`src/hdl/rxdq_defines.svh`:
```
// Constants for the receive descriptor queue DMA
// How it works
// - Nonzero head pointer write starts reception
// - Fill buffers in descriptor chain order
// - Last descriptor length becomes bytes stored
// - Set last fragment flag in last descriptor
// - Set queue tail flag on final packet
// - First descriptor gets flag and packet length
// - Clear hardware hw_owned_flag in first descriptor
// - Store last descriptor address as completion
// - Matching completion write drops interrupt
// - Descriptors chain through next link word
`ifndef RXDQ_DEFINES_SVH
`define RXDQ_DEFINES_SVH
// ----------------------------------------
// Register byte offsets
// ----------------------------------------
`define RXDQ_REG_HEAD 5'h00
`define RXDQ_REG_COMPL 5'h04
`define RXDQ_REG_INT_STAT 5'h08
`define RXDQ_REG_INT_EN 5'h0C
`define RXDQ_REG_INT_CLR 5'h10
`define RXDQ_REG_STATE 5'h14
// ----------------------------------------
// Descriptor word offsets and fields
// ----------------------------------------
`define RXDQ_DW_LINK 32'h0000_0000
`define RXDQ_DW_BUF 32'h0000_0004
`define RXDQ_DW_LEN 32'h0000_0008
`define RXDQ_DW_FLAGS 32'h0000_000C
`define RXDQ_OFF_LSB 16
`define RXDQ_FIRST_BIT 31
`define RXDQ_LAST_BIT 30
`define RXDQ_OWN_BIT 29
`define RXDQ_TAIL_BIT 28
`define RXDQ_OVERRUN_BIT 20
`define RXDQ_CRC_BIT 17
// ----------------------------------------
// Interrupt bits and reset values
// ----------------------------------------
`define RXDQ_INT_DONE 0
`define RXDQ_INT_OVR 1
`define RXDQ_RST_WORD 32'h0000_0000
`define RXDQ_RST_INT 2'h0
`define RXDQ_RST_LEN 11'h000
`endif

```
`src/hdl/rxdq_pkg.sv`:
```
// Types for the receive descriptor queue DMA
package rxdq_pkg;
  typedef enum logic [8:0] {
    RXDQ_IDLE = 9'h001,
    RXDQ_RD_LINK = 9'h002,
    RXDQ_RD_BUF = 9'h004,
    RXDQ_RD_LEN = 9'h008,
    RXDQ_DATA = 9'h010,
    RXDQ_WB_LEN = 9'h020,
    RXDQ_WB_LAST = 9'h040,
    RXDQ_WB_FIRST = 9'h080,
    RXDQ_DONE = 9'h100
  } rxdq_fsm_t;

  // One received byte from the switch port
  typedef struct packed {
    logic [7:0] data;
    logic last;
    logic err;
  } rxdq_beat_t;

  typedef struct packed {
    rxdq_fsm_t fsm;
    logic [31:0] head, compl, rdata, cur, first, link, bufp;
    logic [1:0] int_stat, int_en;
    logic ack;
    logic [10:0] boff, blen, cnt, pkt_len;
    logic err, ovr, drop, first_frag;
    logic mem_rd, mem_wr;
    logic [31:0] maddr, mwdata;
    logic [3:0] mbe;
  } rxdq_state_t;
endpackage : rxdq_pkg

```
`src/hdl/rxdq_dma.sv`:
```
// Receive descriptor queue DMA with Avalon-MM register slave and memory master
`timescale 1ns/10ps
`default_nettype none
`include "rxdq_defines.svh"
module rxdq_dma #(
  parameter int AV_AW = 5
) (
  input wire logic clk,
  input wire logic rst_b,
  input wire logic ce,
  input wire logic [AV_AW-1:0] av_address,
  input wire logic av_read,
  input wire logic av_write,
  input wire logic [31:0] av_writedata,
  output logic [31:0] av_readdata,
  output logic av_waitrequest,
  output logic [31:0] mem_address,
  output logic mem_read,
  output logic mem_write,
  output logic [31:0] mem_writedata,
  output logic [3:0] mem_byteenable,
  input wire logic [31:0] mem_readdata,
  input wire logic mem_waitrequest,
  input wire logic rx_valid,
  input wire rxdq_pkg::rxdq_beat_t rx_beat,
  output logic rx_ready,
  output logic irq
);
  // ----------------------------------------
  // Elaboration check
  // ----------------------------------------
  if (AV_AW < 5) begin : g_aw_chk
    $error("rxdq_dma: AV_AW must be at least 5");
  end

  rxdq_pkg::rxdq_state_t s;
  rxdq_pkg::rxdq_state_t next_s;
  logic mem_done;
  logic wr_en;
  logic [4:0] reg_addr;
  logic [31:0] byte_addr;
  logic [31:0] wb_flags;

  // ----------------------------------------
  // Output wiring
  // ----------------------------------------
  // Handshakes are combinational, data comes from the state register
  assign reg_addr = av_address[4:0];
  // With the clock enable low nothing is registered, so no access may complete
  assign av_waitrequest = (av_read | av_write) & ~(s.ack & ce);
  assign av_readdata = s.rdata;
  assign mem_address = s.maddr;
  assign mem_read = s.mem_rd;
  assign mem_write = s.mem_wr;
  assign mem_writedata = s.mwdata;
  assign mem_byteenable = s.mbe;
  // Memory cannot be held off; an access seen while frozen is simply repeated
  assign mem_done = (s.mem_rd | s.mem_wr) & ~mem_waitrequest;
  // A byte offered while frozen would be lost, so readiness follows the enable
  assign rx_ready = (s.fsm == rxdq_pkg::RXDQ_DATA) & ~s.mem_wr & ce;
  assign irq = |(s.int_stat & s.int_en);
  assign wr_en = av_write & s.ack;
  // Buffer start plus offset plus bytes already stored
  assign byte_addr = s.bufp + {21'h000000, s.boff} + {21'h000000, s.cnt};
  // Status word for the last descriptor; merged with the first when they coincide
  always_comb begin
    wb_flags = `RXDQ_RST_WORD;
    wb_flags[`RXDQ_LAST_BIT] = 1'b1;
    wb_flags[`RXDQ_TAIL_BIT] = (s.link == `RXDQ_RST_WORD);
    wb_flags[`RXDQ_OVERRUN_BIT] = s.ovr;
    wb_flags[`RXDQ_CRC_BIT] = s.err;
    if (s.first == s.cur) begin
      wb_flags[`RXDQ_FIRST_BIT] = 1'b1;
      wb_flags[10:0] = s.pkt_len;
    end
  end

  // ----------------------------------------
  // Next-state logic
  // ----------------------------------------
  always_comb begin
    next_s = s;
    // Avalon slave: one wait cycle, then the access completes
    next_s.ack = (av_read | av_write) & ~s.ack;
    if ((av_read | av_write) & ~s.ack) begin
      case (reg_addr)
        `RXDQ_REG_HEAD: next_s.rdata = s.head;
        `RXDQ_REG_COMPL: next_s.rdata = s.compl;
        `RXDQ_REG_INT_STAT: next_s.rdata = {30'h00000000, s.int_stat};
        `RXDQ_REG_INT_EN: next_s.rdata = {30'h00000000, s.int_en};
        `RXDQ_REG_STATE: next_s.rdata = {s.cur[31:2], 1'b0, (s.fsm != rxdq_pkg::RXDQ_IDLE)};
        default: next_s.rdata = `RXDQ_RST_WORD;
      endcase
    end
    if (wr_en) begin
      case (reg_addr)
        `RXDQ_REG_HEAD: begin
          // Head is only taken while idle; a running queue is not disturbed
          if (s.fsm == rxdq_pkg::RXDQ_IDLE) next_s.head = av_writedata;
        end
        `RXDQ_REG_COMPL: begin
          // The pointer keeps the device's address, so a wrong acknowledge never clears
          if (av_writedata == s.compl) next_s.int_stat[`RXDQ_INT_DONE] = 1'b0;
        end
        `RXDQ_REG_INT_EN: next_s.int_en = av_writedata[1:0];
        `RXDQ_REG_INT_CLR: next_s.int_stat = s.int_stat & ~av_writedata[1:0];
        default: next_s.int_en = s.int_en;
      endcase
    end
    // Memory master request ends on the edge waitrequest is low
    if (mem_done) begin
      next_s.mem_rd = 1'b0;
      next_s.mem_wr = 1'b0;
    end
    case (s.fsm)
      rxdq_pkg::RXDQ_IDLE: begin
        if (s.head != `RXDQ_RST_WORD) begin
          next_s.cur = s.head;
          next_s.first = s.head;
          next_s.first_frag = 1'b1;
          next_s.pkt_len = `RXDQ_RST_LEN;
          next_s.err = 1'b0;
          next_s.ovr = 1'b0;
          next_s.drop = 1'b0;
          next_s.fsm = rxdq_pkg::RXDQ_RD_LINK;
        end
      end
      rxdq_pkg::RXDQ_RD_LINK: begin
        if (!s.mem_rd) begin
          next_s.mem_rd = 1'b1;
          next_s.maddr = s.cur + `RXDQ_DW_LINK;
        end else if (mem_done) begin
          next_s.link = mem_readdata;
          next_s.fsm = rxdq_pkg::RXDQ_RD_BUF;
        end
      end
      rxdq_pkg::RXDQ_RD_BUF: begin
        if (!s.mem_rd) begin
          next_s.mem_rd = 1'b1;
          next_s.maddr = s.cur + `RXDQ_DW_BUF;
        end else if (mem_done) begin
          next_s.bufp = mem_readdata;
          next_s.fsm = rxdq_pkg::RXDQ_RD_LEN;
        end
      end
      rxdq_pkg::RXDQ_RD_LEN: begin
        if (!s.mem_rd) begin
          next_s.mem_rd = 1'b1;
          next_s.maddr = s.cur + `RXDQ_DW_LEN;
        end else if (mem_done) begin
          next_s.boff = mem_readdata[`RXDQ_OFF_LSB+10:`RXDQ_OFF_LSB];
          next_s.blen = mem_readdata[10:0];
          next_s.cnt = `RXDQ_RST_LEN;
          next_s.fsm = rxdq_pkg::RXDQ_DATA;
        end
      end
      rxdq_pkg::RXDQ_DATA: begin
        if (!s.mem_wr && rx_valid) begin
          // Bytes land in order at the next free buffer position
          next_s.err = s.err | rx_beat.err;
          next_s.mwdata = {4{rx_beat.data}};
          next_s.maddr = {byte_addr[31:2], 2'b00};
          next_s.mbe = 4'h1 << byte_addr[1:0];
          next_s.mem_wr = ~s.drop;
          if (s.drop && rx_beat.last) next_s.fsm = rxdq_pkg::RXDQ_WB_LEN;
          if (!s.drop) next_s.pkt_len = s.pkt_len + 11'h001;
          // Remember the end of frame until the write is done
          next_s.mwdata[31:24] = rx_beat.data;
          next_s.first_frag = s.first_frag;
          next_s.drop = s.drop;
          next_s.ovr = s.ovr;
          next_s.link = s.link;
          next_s.boff = s.boff;
          next_s.blen = s.blen;
          next_s.bufp = s.bufp;
          next_s.cur = s.cur;
          next_s.first = s.first;
          next_s.head = next_s.head;
          next_s.mbe = rx_beat.last ? (next_s.mbe | 4'h0) : next_s.mbe;
          next_s.err = next_s.err;
          next_s.int_en = next_s.int_en;
          next_s.compl = next_s.compl;
          next_s.int_stat = next_s.int_stat;
          next_s.ack = next_s.ack;
          next_s.mem_rd = 1'b0;
          next_s.fsm = (s.drop && rx_beat.last) ? rxdq_pkg::RXDQ_WB_LEN : s.fsm;
          next_s.drop = s.drop;
          if (!s.drop) next_s.first_frag = rx_beat.last ? 1'b1 : 1'b0;
        end else if (mem_done) begin
          next_s.cnt = s.cnt + 11'h001;
          if (s.first_frag) begin
            next_s.fsm = rxdq_pkg::RXDQ_WB_LEN;
          end else if (s.cnt + 11'h001 >= s.blen) begin
            if (s.link == `RXDQ_RST_WORD) begin
              // Out of buffers: keep taking bytes but store none
              next_s.drop = 1'b1;
              next_s.ovr = 1'b1;
              next_s.int_stat[`RXDQ_INT_OVR] = 1'b1;
            end else begin
              next_s.cur = s.link;
              next_s.fsm = rxdq_pkg::RXDQ_RD_LINK;
            end
          end
        end
      end
      rxdq_pkg::RXDQ_WB_LEN: begin
        if (!s.mem_wr) begin
          next_s.mem_wr = 1'b1;
          next_s.mbe = 4'hF;
          next_s.maddr = s.cur + `RXDQ_DW_LEN;
          next_s.mwdata = {5'h00, s.boff, 5'h00, s.cnt};
        end else if (mem_done) begin
          next_s.fsm = rxdq_pkg::RXDQ_WB_LAST;
        end
      end
      rxdq_pkg::RXDQ_WB_LAST: begin
        if (!s.mem_wr) begin
          next_s.mem_wr = 1'b1;
          next_s.maddr = s.cur + `RXDQ_DW_FLAGS;
          next_s.mwdata = wb_flags;
        end else if (mem_done) begin
          next_s.fsm = (s.first == s.cur) ? rxdq_pkg::RXDQ_DONE : rxdq_pkg::RXDQ_WB_FIRST;
        end
      end
      rxdq_pkg::RXDQ_WB_FIRST: begin
        if (!s.mem_wr) begin
          next_s.mem_wr = 1'b1;
          next_s.maddr = s.first + `RXDQ_DW_FLAGS;
          // Hw_owned_flag bit left zero hands the buffers back
          next_s.mwdata = {1'b1, 20'h00000, s.pkt_len};
        end else if (mem_done) begin
          next_s.fsm = rxdq_pkg::RXDQ_DONE;
        end
      end
      rxdq_pkg::RXDQ_DONE: begin
        // Completion pointer and interrupt only after all write-backs
        next_s.compl = s.cur;
        next_s.int_stat[`RXDQ_INT_DONE] = 1'b1;
        next_s.head = (s.link == `RXDQ_RST_WORD || s.drop) ? `RXDQ_RST_WORD : s.link;
        next_s.fsm = rxdq_pkg::RXDQ_IDLE;
      end
      default: next_s.fsm = rxdq_pkg::RXDQ_IDLE;
    endcase
  end

  // ----------------------------------------
  // State register
  // ----------------------------------------
  // Clock enable low freezes everything, bus handshake included
  always_ff @(posedge clk or negedge rst_b) begin
    if (!rst_b) begin
      s <= '0;
      s.fsm <= rxdq_pkg::RXDQ_IDLE;
    end else if (ce) begin
      s <= next_s;
    end
  end

  // ----------------------------------------
  // Assertions
  // ----------------------------------------
  start_nonzero_a: assert property (@(posedge clk) disable iff (!rst_b)
    (s.fsm == rxdq_pkg::RXDQ_IDLE) ##1 (s.fsm == rxdq_pkg::RXDQ_RD_LINK)
      |-> $past(s.head) != `RXDQ_RST_WORD)
    else $error("reception started on zero head");
  data_order_a: assert property (@(posedge clk) disable iff (!rst_b)
    $rose(s.mem_wr) && s.fsm == rxdq_pkg::RXDQ_DATA
      |-> s.maddr[31:2] == byte_addr[31:2] && $onehot(s.mbe))
    else $error("data byte written out of order");
  last_len_a: assert property (@(posedge clk) disable iff (!rst_b)
    s.mem_wr && s.fsm == rxdq_pkg::RXDQ_WB_LEN
      |-> s.mwdata[10:0] == s.cnt && s.maddr == s.cur + `RXDQ_DW_LEN)
    else $error("last length word wrong");
  last_flag_a: assert property (@(posedge clk) disable iff (!rst_b)
    s.mem_wr && s.fsm == rxdq_pkg::RXDQ_WB_LAST |-> s.mwdata[`RXDQ_LAST_BIT])
    else $error("last fragment flag missing");
  tail_flag_a: assert property (@(posedge clk) disable iff (!rst_b)
    s.mem_wr && s.fsm == rxdq_pkg::RXDQ_WB_LAST
      |-> s.mwdata[`RXDQ_TAIL_BIT] == (s.link == `RXDQ_RST_WORD))
    else $error("queue tail flag wrong");
  first_word_a: assert property (@(posedge clk) disable iff (!rst_b)
    s.mem_wr && s.fsm == rxdq_pkg::RXDQ_WB_FIRST
      |-> s.mwdata[`RXDQ_FIRST_BIT] && s.mwdata[10:0] == s.pkt_len)
    else $error("first descriptor word wrong");
  owner_clear_a: assert property (@(posedge clk) disable iff (!rst_b)
    s.mem_wr && (s.fsm == rxdq_pkg::RXDQ_WB_FIRST || s.fsm == rxdq_pkg::RXDQ_WB_LAST)
      |-> !s.mwdata[`RXDQ_OWN_BIT])
    else $error("hw_owned_flag left set");
  completion_a: assert property (@(posedge clk) disable iff (!rst_b)
    ce && s.fsm == rxdq_pkg::RXDQ_DONE
      |=> s.compl == $past(s.cur) && s.int_stat[`RXDQ_INT_DONE])
    else $error("completion not posted");
  compl_match_a: assert property (@(posedge clk) disable iff (!rst_b)
    ce && wr_en && reg_addr == `RXDQ_REG_COMPL && av_writedata == s.compl
      && s.fsm != rxdq_pkg::RXDQ_DONE |=> !s.int_stat[`RXDQ_INT_DONE])
    else $error("matching completion write kept interrupt");
  link_chain_a: assert property (@(posedge clk) disable iff (!rst_b)
    ce && mem_done && s.fsm == rxdq_pkg::RXDQ_RD_LINK
      |=> s.link == $past(mem_readdata) && s.fsm == rxdq_pkg::RXDQ_RD_BUF)
    else $error("link word not followed");
  // Descriptor fetches walk the words of the current descriptor
  link_read_a: assert property (@(posedge clk) disable iff (!rst_b)
    s.mem_rd && s.fsm == rxdq_pkg::RXDQ_RD_LINK
      |-> s.maddr == s.cur + `RXDQ_DW_LINK)
    else $error("link word read from wrong address");
  buf_read_a: assert property (@(posedge clk) disable iff (!rst_b)
    s.mem_rd && s.fsm == rxdq_pkg::RXDQ_RD_BUF
      |-> s.maddr == s.cur + `RXDQ_DW_BUF)
    else $error("buffer word read from wrong address");
  len_read_a: assert property (@(posedge clk) disable iff (!rst_b)
    s.mem_rd && s.fsm == rxdq_pkg::RXDQ_RD_LEN
      |-> s.maddr == s.cur + `RXDQ_DW_LEN)
    else $error("length word read from wrong address");
  one_request_a: assert property (@(posedge clk) disable iff (!rst_b)
    !(s.mem_rd && s.mem_wr))
    else $error("memory read and write at once");
  drop_no_write_a: assert property (@(posedge clk) disable iff (!rst_b)
    s.drop && s.fsm == rxdq_pkg::RXDQ_DATA
      |-> !s.mem_wr)
    else $error("byte stored after buffers ran out");
  full_word_a: assert property (@(posedge clk) disable iff (!rst_b)
    s.mem_wr && s.fsm != rxdq_pkg::RXDQ_DATA
      |-> s.mbe == 4'hF)
    else $error("descriptor write not a full word");
  flag_merge_a: assert property (@(posedge clk) disable iff (!rst_b)
    s.mem_wr && s.fsm == rxdq_pkg::RXDQ_WB_LAST && s.first == s.cur
      |-> s.mwdata[`RXDQ_FIRST_BIT] && s.mwdata[10:0] == s.pkt_len)
    else $error("single descriptor lacks first flag");
  // The done interrupt may only follow the write-backs
  done_after_wb_a: assert property (@(posedge clk) disable iff (!rst_b)
    $rose(s.int_stat[`RXDQ_INT_DONE])
      |-> $past(s.fsm) == rxdq_pkg::RXDQ_DONE)
    else $error("done interrupt before write-back");
  compl_keep_a: assert property (@(posedge clk) disable iff (!rst_b)
    ce && wr_en && reg_addr == `RXDQ_REG_COMPL && av_writedata != s.compl
      && s.int_stat[`RXDQ_INT_DONE] |=> s.int_stat[`RXDQ_INT_DONE])
    else $error("differing completion write dropped interrupt");
  head_busy_a: assert property (@(posedge clk) disable iff (!rst_b)
    ce && wr_en && reg_addr == `RXDQ_REG_HEAD && s.fsm != rxdq_pkg::RXDQ_IDLE
      && s.fsm != rxdq_pkg::RXDQ_DONE |=> s.head == $past(s.head))
    else $error("head taken while busy");
  tail_head_a: assert property (@(posedge clk) disable iff (!rst_b)
    ce && s.fsm == rxdq_pkg::RXDQ_DONE && s.link == `RXDQ_RST_WORD
      |=> s.head == `RXDQ_RST_WORD)
    else $error("engine kept going past queue tail");
endmodule : rxdq_dma
`default_nettype wire

```
`config.mk`:
```
export PLATFORM = sky130hd
export DESIGN_NAME = rxdq_dma
export DESIGN_NICKNAME = d
export VERILOG_FILES = /design/src/hdl/rxdq_pkg.sv /design/src/hdl/rxdq_dma.sv
export VERILOG_INCLUDE_DIRS = /design/src /design/src/hdl
export SDC_FILE = /design/constraint.sdc
export NUM_CORES = 1
export LEC_CHECK = 0
export BUFFER_PORTS_ARGS = -buffer_cell sky130_fd_sc_hd__buf_4
export CORE_MARGIN = 4
export CORE_UTILIZATION = 35
export DETAILED_ROUTE_END_ITERATION = 10
export PLACE_DENSITY = 0.6
export RECOVER_POWER = 25
export SKIP_LAST_GASP = 1
export SYNTH_ARGS = -nofsm -noshare
export SYNTH_HDL_FRONTEND = slang
export SYNTH_SLANG_ARGS = --single-unit
export TNS_END_PERCENT = 1
```
`constraint.sdc`:
```
create_clock -name clk -period 3.7 [get_ports clk]
set_input_delay 0.185 -clock clk [delete_from_list [all_inputs] [get_ports clk]]
set_output_delay 0.185 -clock clk [all_outputs]
set_load 0.01 [all_outputs]
```
# == Word level (Yosys, flattened, before mapping) ==
# Cells that the tools add are included.
# op_classes
reduce_logical,36
bitwise_logic,19
n_eq_ne,49
n_lt_le_gt_ge,1
n_shift,1
n_mux,78
add_sub_neg,8
# ops
op,n
2-to-1 mux 32 bit,12
case mux 32 bit (7 select lines),1
2-to-1 mux 9 bit,20
case mux 32 bit (5 select lines),1
2-to-1 mux 65 bit,2
2-to-1 mux 64 bit,2
case mux 32 bit (4 select lines),1
case mux 64 bit (2 select lines),1
"adder 32 x 4 -> 32 bit, second input constant",3
case mux 9 bit (8 select lines),1
2-to-1 mux 71 bit,1
2-to-1 mux 69 bit,1
2-to-1 mux 33 bit,2
case mux 33 bit (2 select lines),1
adder 32 x 11 -> 32 bit,2
== test 32 bit,2
"!= test 2 bit, second input constant",24
2-to-1 mux 11 bit,4
"adder 32 x 3 -> 32 bit, second input constant",1
logical NOT 32 bit,1
nonzero test 32 bit,1
case mux 15 bit (2 select lines),1
AND reduction 4 bit,7
"adder 11 x 1 -> 11 bit, second input constant",2
other kinds (50),98
# word_totals
in_bits,86
word_cells,217
reg_bits,356
output_inout_bits,105

# == Logic depth before layout (Yosys ltp) ==
# depth
depth_word,10
depth_mapped,16

# == Least setup slack after synthesis ==
# No wires, ideal clock.
# synth_timing
path_kind,flip-flop to flip-flop
startpoint,"reg, netlist name s[85]"
endpoint,reg s[100] (netlist bit)
path_stages_with_launch,17
arrival_time_ns,3.404
path_slack_ns,0.169
period_less_slack_ns,3.531
path_buffers,2
t_required_ns,3.573
setup_time_ns,0.127
path_cell_list,dfrtp_1 ha_1 nand3_1 inv_1 and3_1 and3_1 xor2_1 ha_1 a2111oi_0 o221ai_1 a21oi_1 nor3_1 o211ai_2 nand2b_1 buf_4 buf_6 mux2_1
# synth_lines
element,line_no,text
"end signal, assigned",rxdq_dma.sv:255,s <= next_s;
"end, declared",rxdq_dma.sv:36,rxdq_pkg::rxdq_state_t s;

==> flow_metrics.env <==
export IMPL_synth_distinct_cells=84
export IMPL_antenna_found_initial=1
export IMPL_core_area_sq_um=60400
export IMPL_io_pins=191
export IMPL_fillers=5876
export IMPL_die_area_sq_um=65000
export IMPL_yosysTopAreaCell="dfrtp_1"
export IMPL_grtUsageTotal=0.252
export IMPL_relSlewSlack=-0.833
export IMPL_layout_setup_ws_ns=0.133
export IMPL_tns_ns=0
export IMPL_worstMarginPinSlew_ns=2.75
export IMPL_synthCells=2267
export IMPL_rr_worst_depth=15
export IMPL_crit_type="register to register"
export IMPL_start_util=0.354
export IMPL_hold_violations=0
export IMPL_synth_area_leaders="dfrtp_1, mux2_2, buf_4"
export IMPL_viasPerCell=6.00
export IMPL_clkSinkCount=353
export IMPL_worstSetupEndpointType="register"
export IMPL_synth_seq_cells=353
export IMPL_timing_final_crit_period_ns=3.57
export IMPL_ys_seq_area_frac=0.414
export IMPL_cp_start_kind="register"
export IMPL_final_seq_area_sq_um=8830
export IMPL_drt_iter0_drc=2311
export IMPL_die_w_um=255
export IMPL_arrival_ns=4.03
export IMPL_grt_max_degree=105
export IMPL_cts_tree="built"
export IMPL_hold_path_depth=3
export IMPL_final_core_util=0.420
export IMPL_place_ws_ns=-0.277
export IMPL_area_growth_syn_to_layout_pct=18.7
export IMPL_fin_skew_ns=0.0309
export IMPL_slew_viol_final=103
export IMPL_outcome="finished with violations"
export IMPL_rows=90
export IMPL_drtAntennaViolNets=0
export IMPL_antenna_cells=0
export IMPL_grt_pass1_vias=18900
export IMPL_htreeDepth=2
export IMPL_cts_path_max_buffers=3
export IMPL_io_buffers=190
export IMPL_synth_edf_count=0
export IMPL_dp_hpwl_um=63300
export IMPL_p_per_area_nw_per_um2=695
export IMPL_cts_root_buf="clkbuf_16"
export IMPL_yosys_warnings=0
export IMPL_nets=2550
export IMPL_setup_viol=0
export IMPL_drt_first_pass_iters=8
export IMPL_fin_hold_ws_ns=0.0176
export IMPL_clk_pin_slew_ns=0.06
export IMPL_insertion_delay_ns=0.59
export IMPL_hold_class="input pin to register"
export IMPL_grt_ovfl_total=0
export IMPL_rsz0062_at_grt="yes"
export IMPL_leakagePower_nw=10.9
export IMPL_ir_worst_vdd_uv=333
export IMPL_drc_errors=0
export IMPL_cp_max_fo=23
export IMPL_multi_input_area_sq_um=11000
export IMPL_ys_flop_type="dfrtp_1"
export IMPL_grt_pass1_wl_um=125000
export IMPL_place_gp_congestion=1.03
export IMPL_layout_worst_path_cycle_share=0.964
export IMPL_synth_area_sq_um=21300
export IMPL_violations="capacitance limit, slew limit"
export IMPL_synth_fp_nets=2394
export IMPL_drive_above_1_share=0.203
export IMPL_async_flop_share=1.00
export IMPL_crit_required_ns=4.16
export IMPL_max_freq_mhz=280
export IMPL_vias=19400
export IMPL_drv_cap=1
export IMPL_die_y_um=255
export IMPL_layout_commonest_cell="dfrtp_1"
export IMPL_layout_common_cells="dfrtp_1, buf_4, nand2_1, nor2_1, o21ai_0"
export IMPL_synth_avg_cell_area_sq_um=9.42
export IMPL_finalWirelength_um=83700
export IMPL_synth_top_area_frac=0.413
export IMPL_wl_per_cell_um=25.9
export IMPL_cts_made_buffers=41
## path summary, 6_finish.rpt
path | startpoint | slack (ns) | endpoint
setup / recovery | s[86] | 0.13 | s[103]
hold / removal | av_writedata[2] | 0.02 | s[317]
setup reg to reg | s[86] | 0.13 | s[103]
hold reg to reg | mem_address[3] | 0.48 | mem_address[3]
max in group asynchronous | rst_b | 0.54 | av_readdata[26]
min in group asynchronous | rst_b | 1.03 | av_readdata[6]
## cells in the mapped netlist (22+ instances only)
master and instances:
dfrtp_1 352, nand2_1 203, nor2_1 155, o21ai_0 143, clkbuf_1 135, mux2_2 126
buf_4 102, a21oi_1 84, xnor2_1 83, a22oi_1 74, nand4_1 68, nand3_1 64
xor2_1 57, nor4_1 48, inv_1 46, a22o_1 41, nor3_1 41, mux2i_1 33
ha_1 29, a31oi_1 26, a211oi_1 25, o22ai_1 22
## cells by family (layout without fill, tap and decap cells)
group                      Yosys count  count (layout)  share of synthesized area
buffers and inverters              314             500                     0.0758
DFF                                353             353                      0.414
xor gates and xnor gates           140             140                     0.0574
AOI/OAI and AO/OA                  552             552                      0.174
and+or+nand+nor                    688             688                      0.158
muxes                              179             179                     0.0925
adders and majority gates           41              41                     0.0283
## timing repair
item                                    4_1_cts  5_1_grt
gates resized for setup                       2        8
endpoints found under the setup margin       23      100
hold buffers                                 75        0
buffers inserted                              0        2
pin swaps                                     0        2
endpoints found under the hold margin       243        0
## through the flow
step / total power [mW] / area (sq um) / std cells
finish: 17.6 / 25300 / 3235
CTS: 17.5 / 25500 / 3233
detailed placement: 13.2 / 23300 / 3085
global placement: 13.0 / 23300 / 3085
global route: 18.4 / 25300 / 3235
floorplan: 10.2 / 21300 / 2267
## power by group
| part | switching (mW) | total, mW | internal (mW) |
|---|---|---|---|
| sequential | 1.90 | 6.87 | 4.97 |
| combinational | 3.78 | 6.50 | 2.72 |
| clock | 1.74 | 4.23 | 2.50 |
| total | 7.41 | 17.6 | 10.2 |
## worst max-delay path: stages, from the launching register on
cell and delay (ns):
dfrtp_1 0.40, ha_1 0.21, nand3_1 0.13, inv_1 0.06, and3_1 0.20, and3_1 0.18, xor2_1 0.20, ha_1 0.29
a2111oi_2 0.30, o221ai_1 0.19, a21oi_2 0.22, nor3_1 0.08, o211ai_2 0.22, nand2b_1 0.19, buf_12 0.19, mux2_1 0.34
## sequential cells by signal, indices dropped and copies added, names as in the netlist
name and cells:
s 253, av_readdata 32, mem_address 32, mem_writedata 30, mem_byteenable 4, mem_read 1
mem_write 1
## routing by layer
metal | wire length [um] | vias to the layer above | GRT usage | share of wire
met1 | 34300 | 9700 | 0.340 | 0.41
met2 | 38200 | 977 | 0.399 | 0.46
met5 | 0 | - | 0 | 0
met4 | 3600 | 0 | 0.0920 | 0.043
li1 | - | 8532 | - | -
met3 | 7580 | 189 | 0.0592 | 0.091
## layout make-up
cell class,instances,share of cell area
multi-input combinational,1600,0.434
sequential,353,0.349
timing repair buffer,379,0.116
clock buffer,56,0.0459
tap,782,0.0386
clock inverter,17,0.00928
inverter,48,0.00711
No activity file was read; power rests on OpenSTA's default activity.
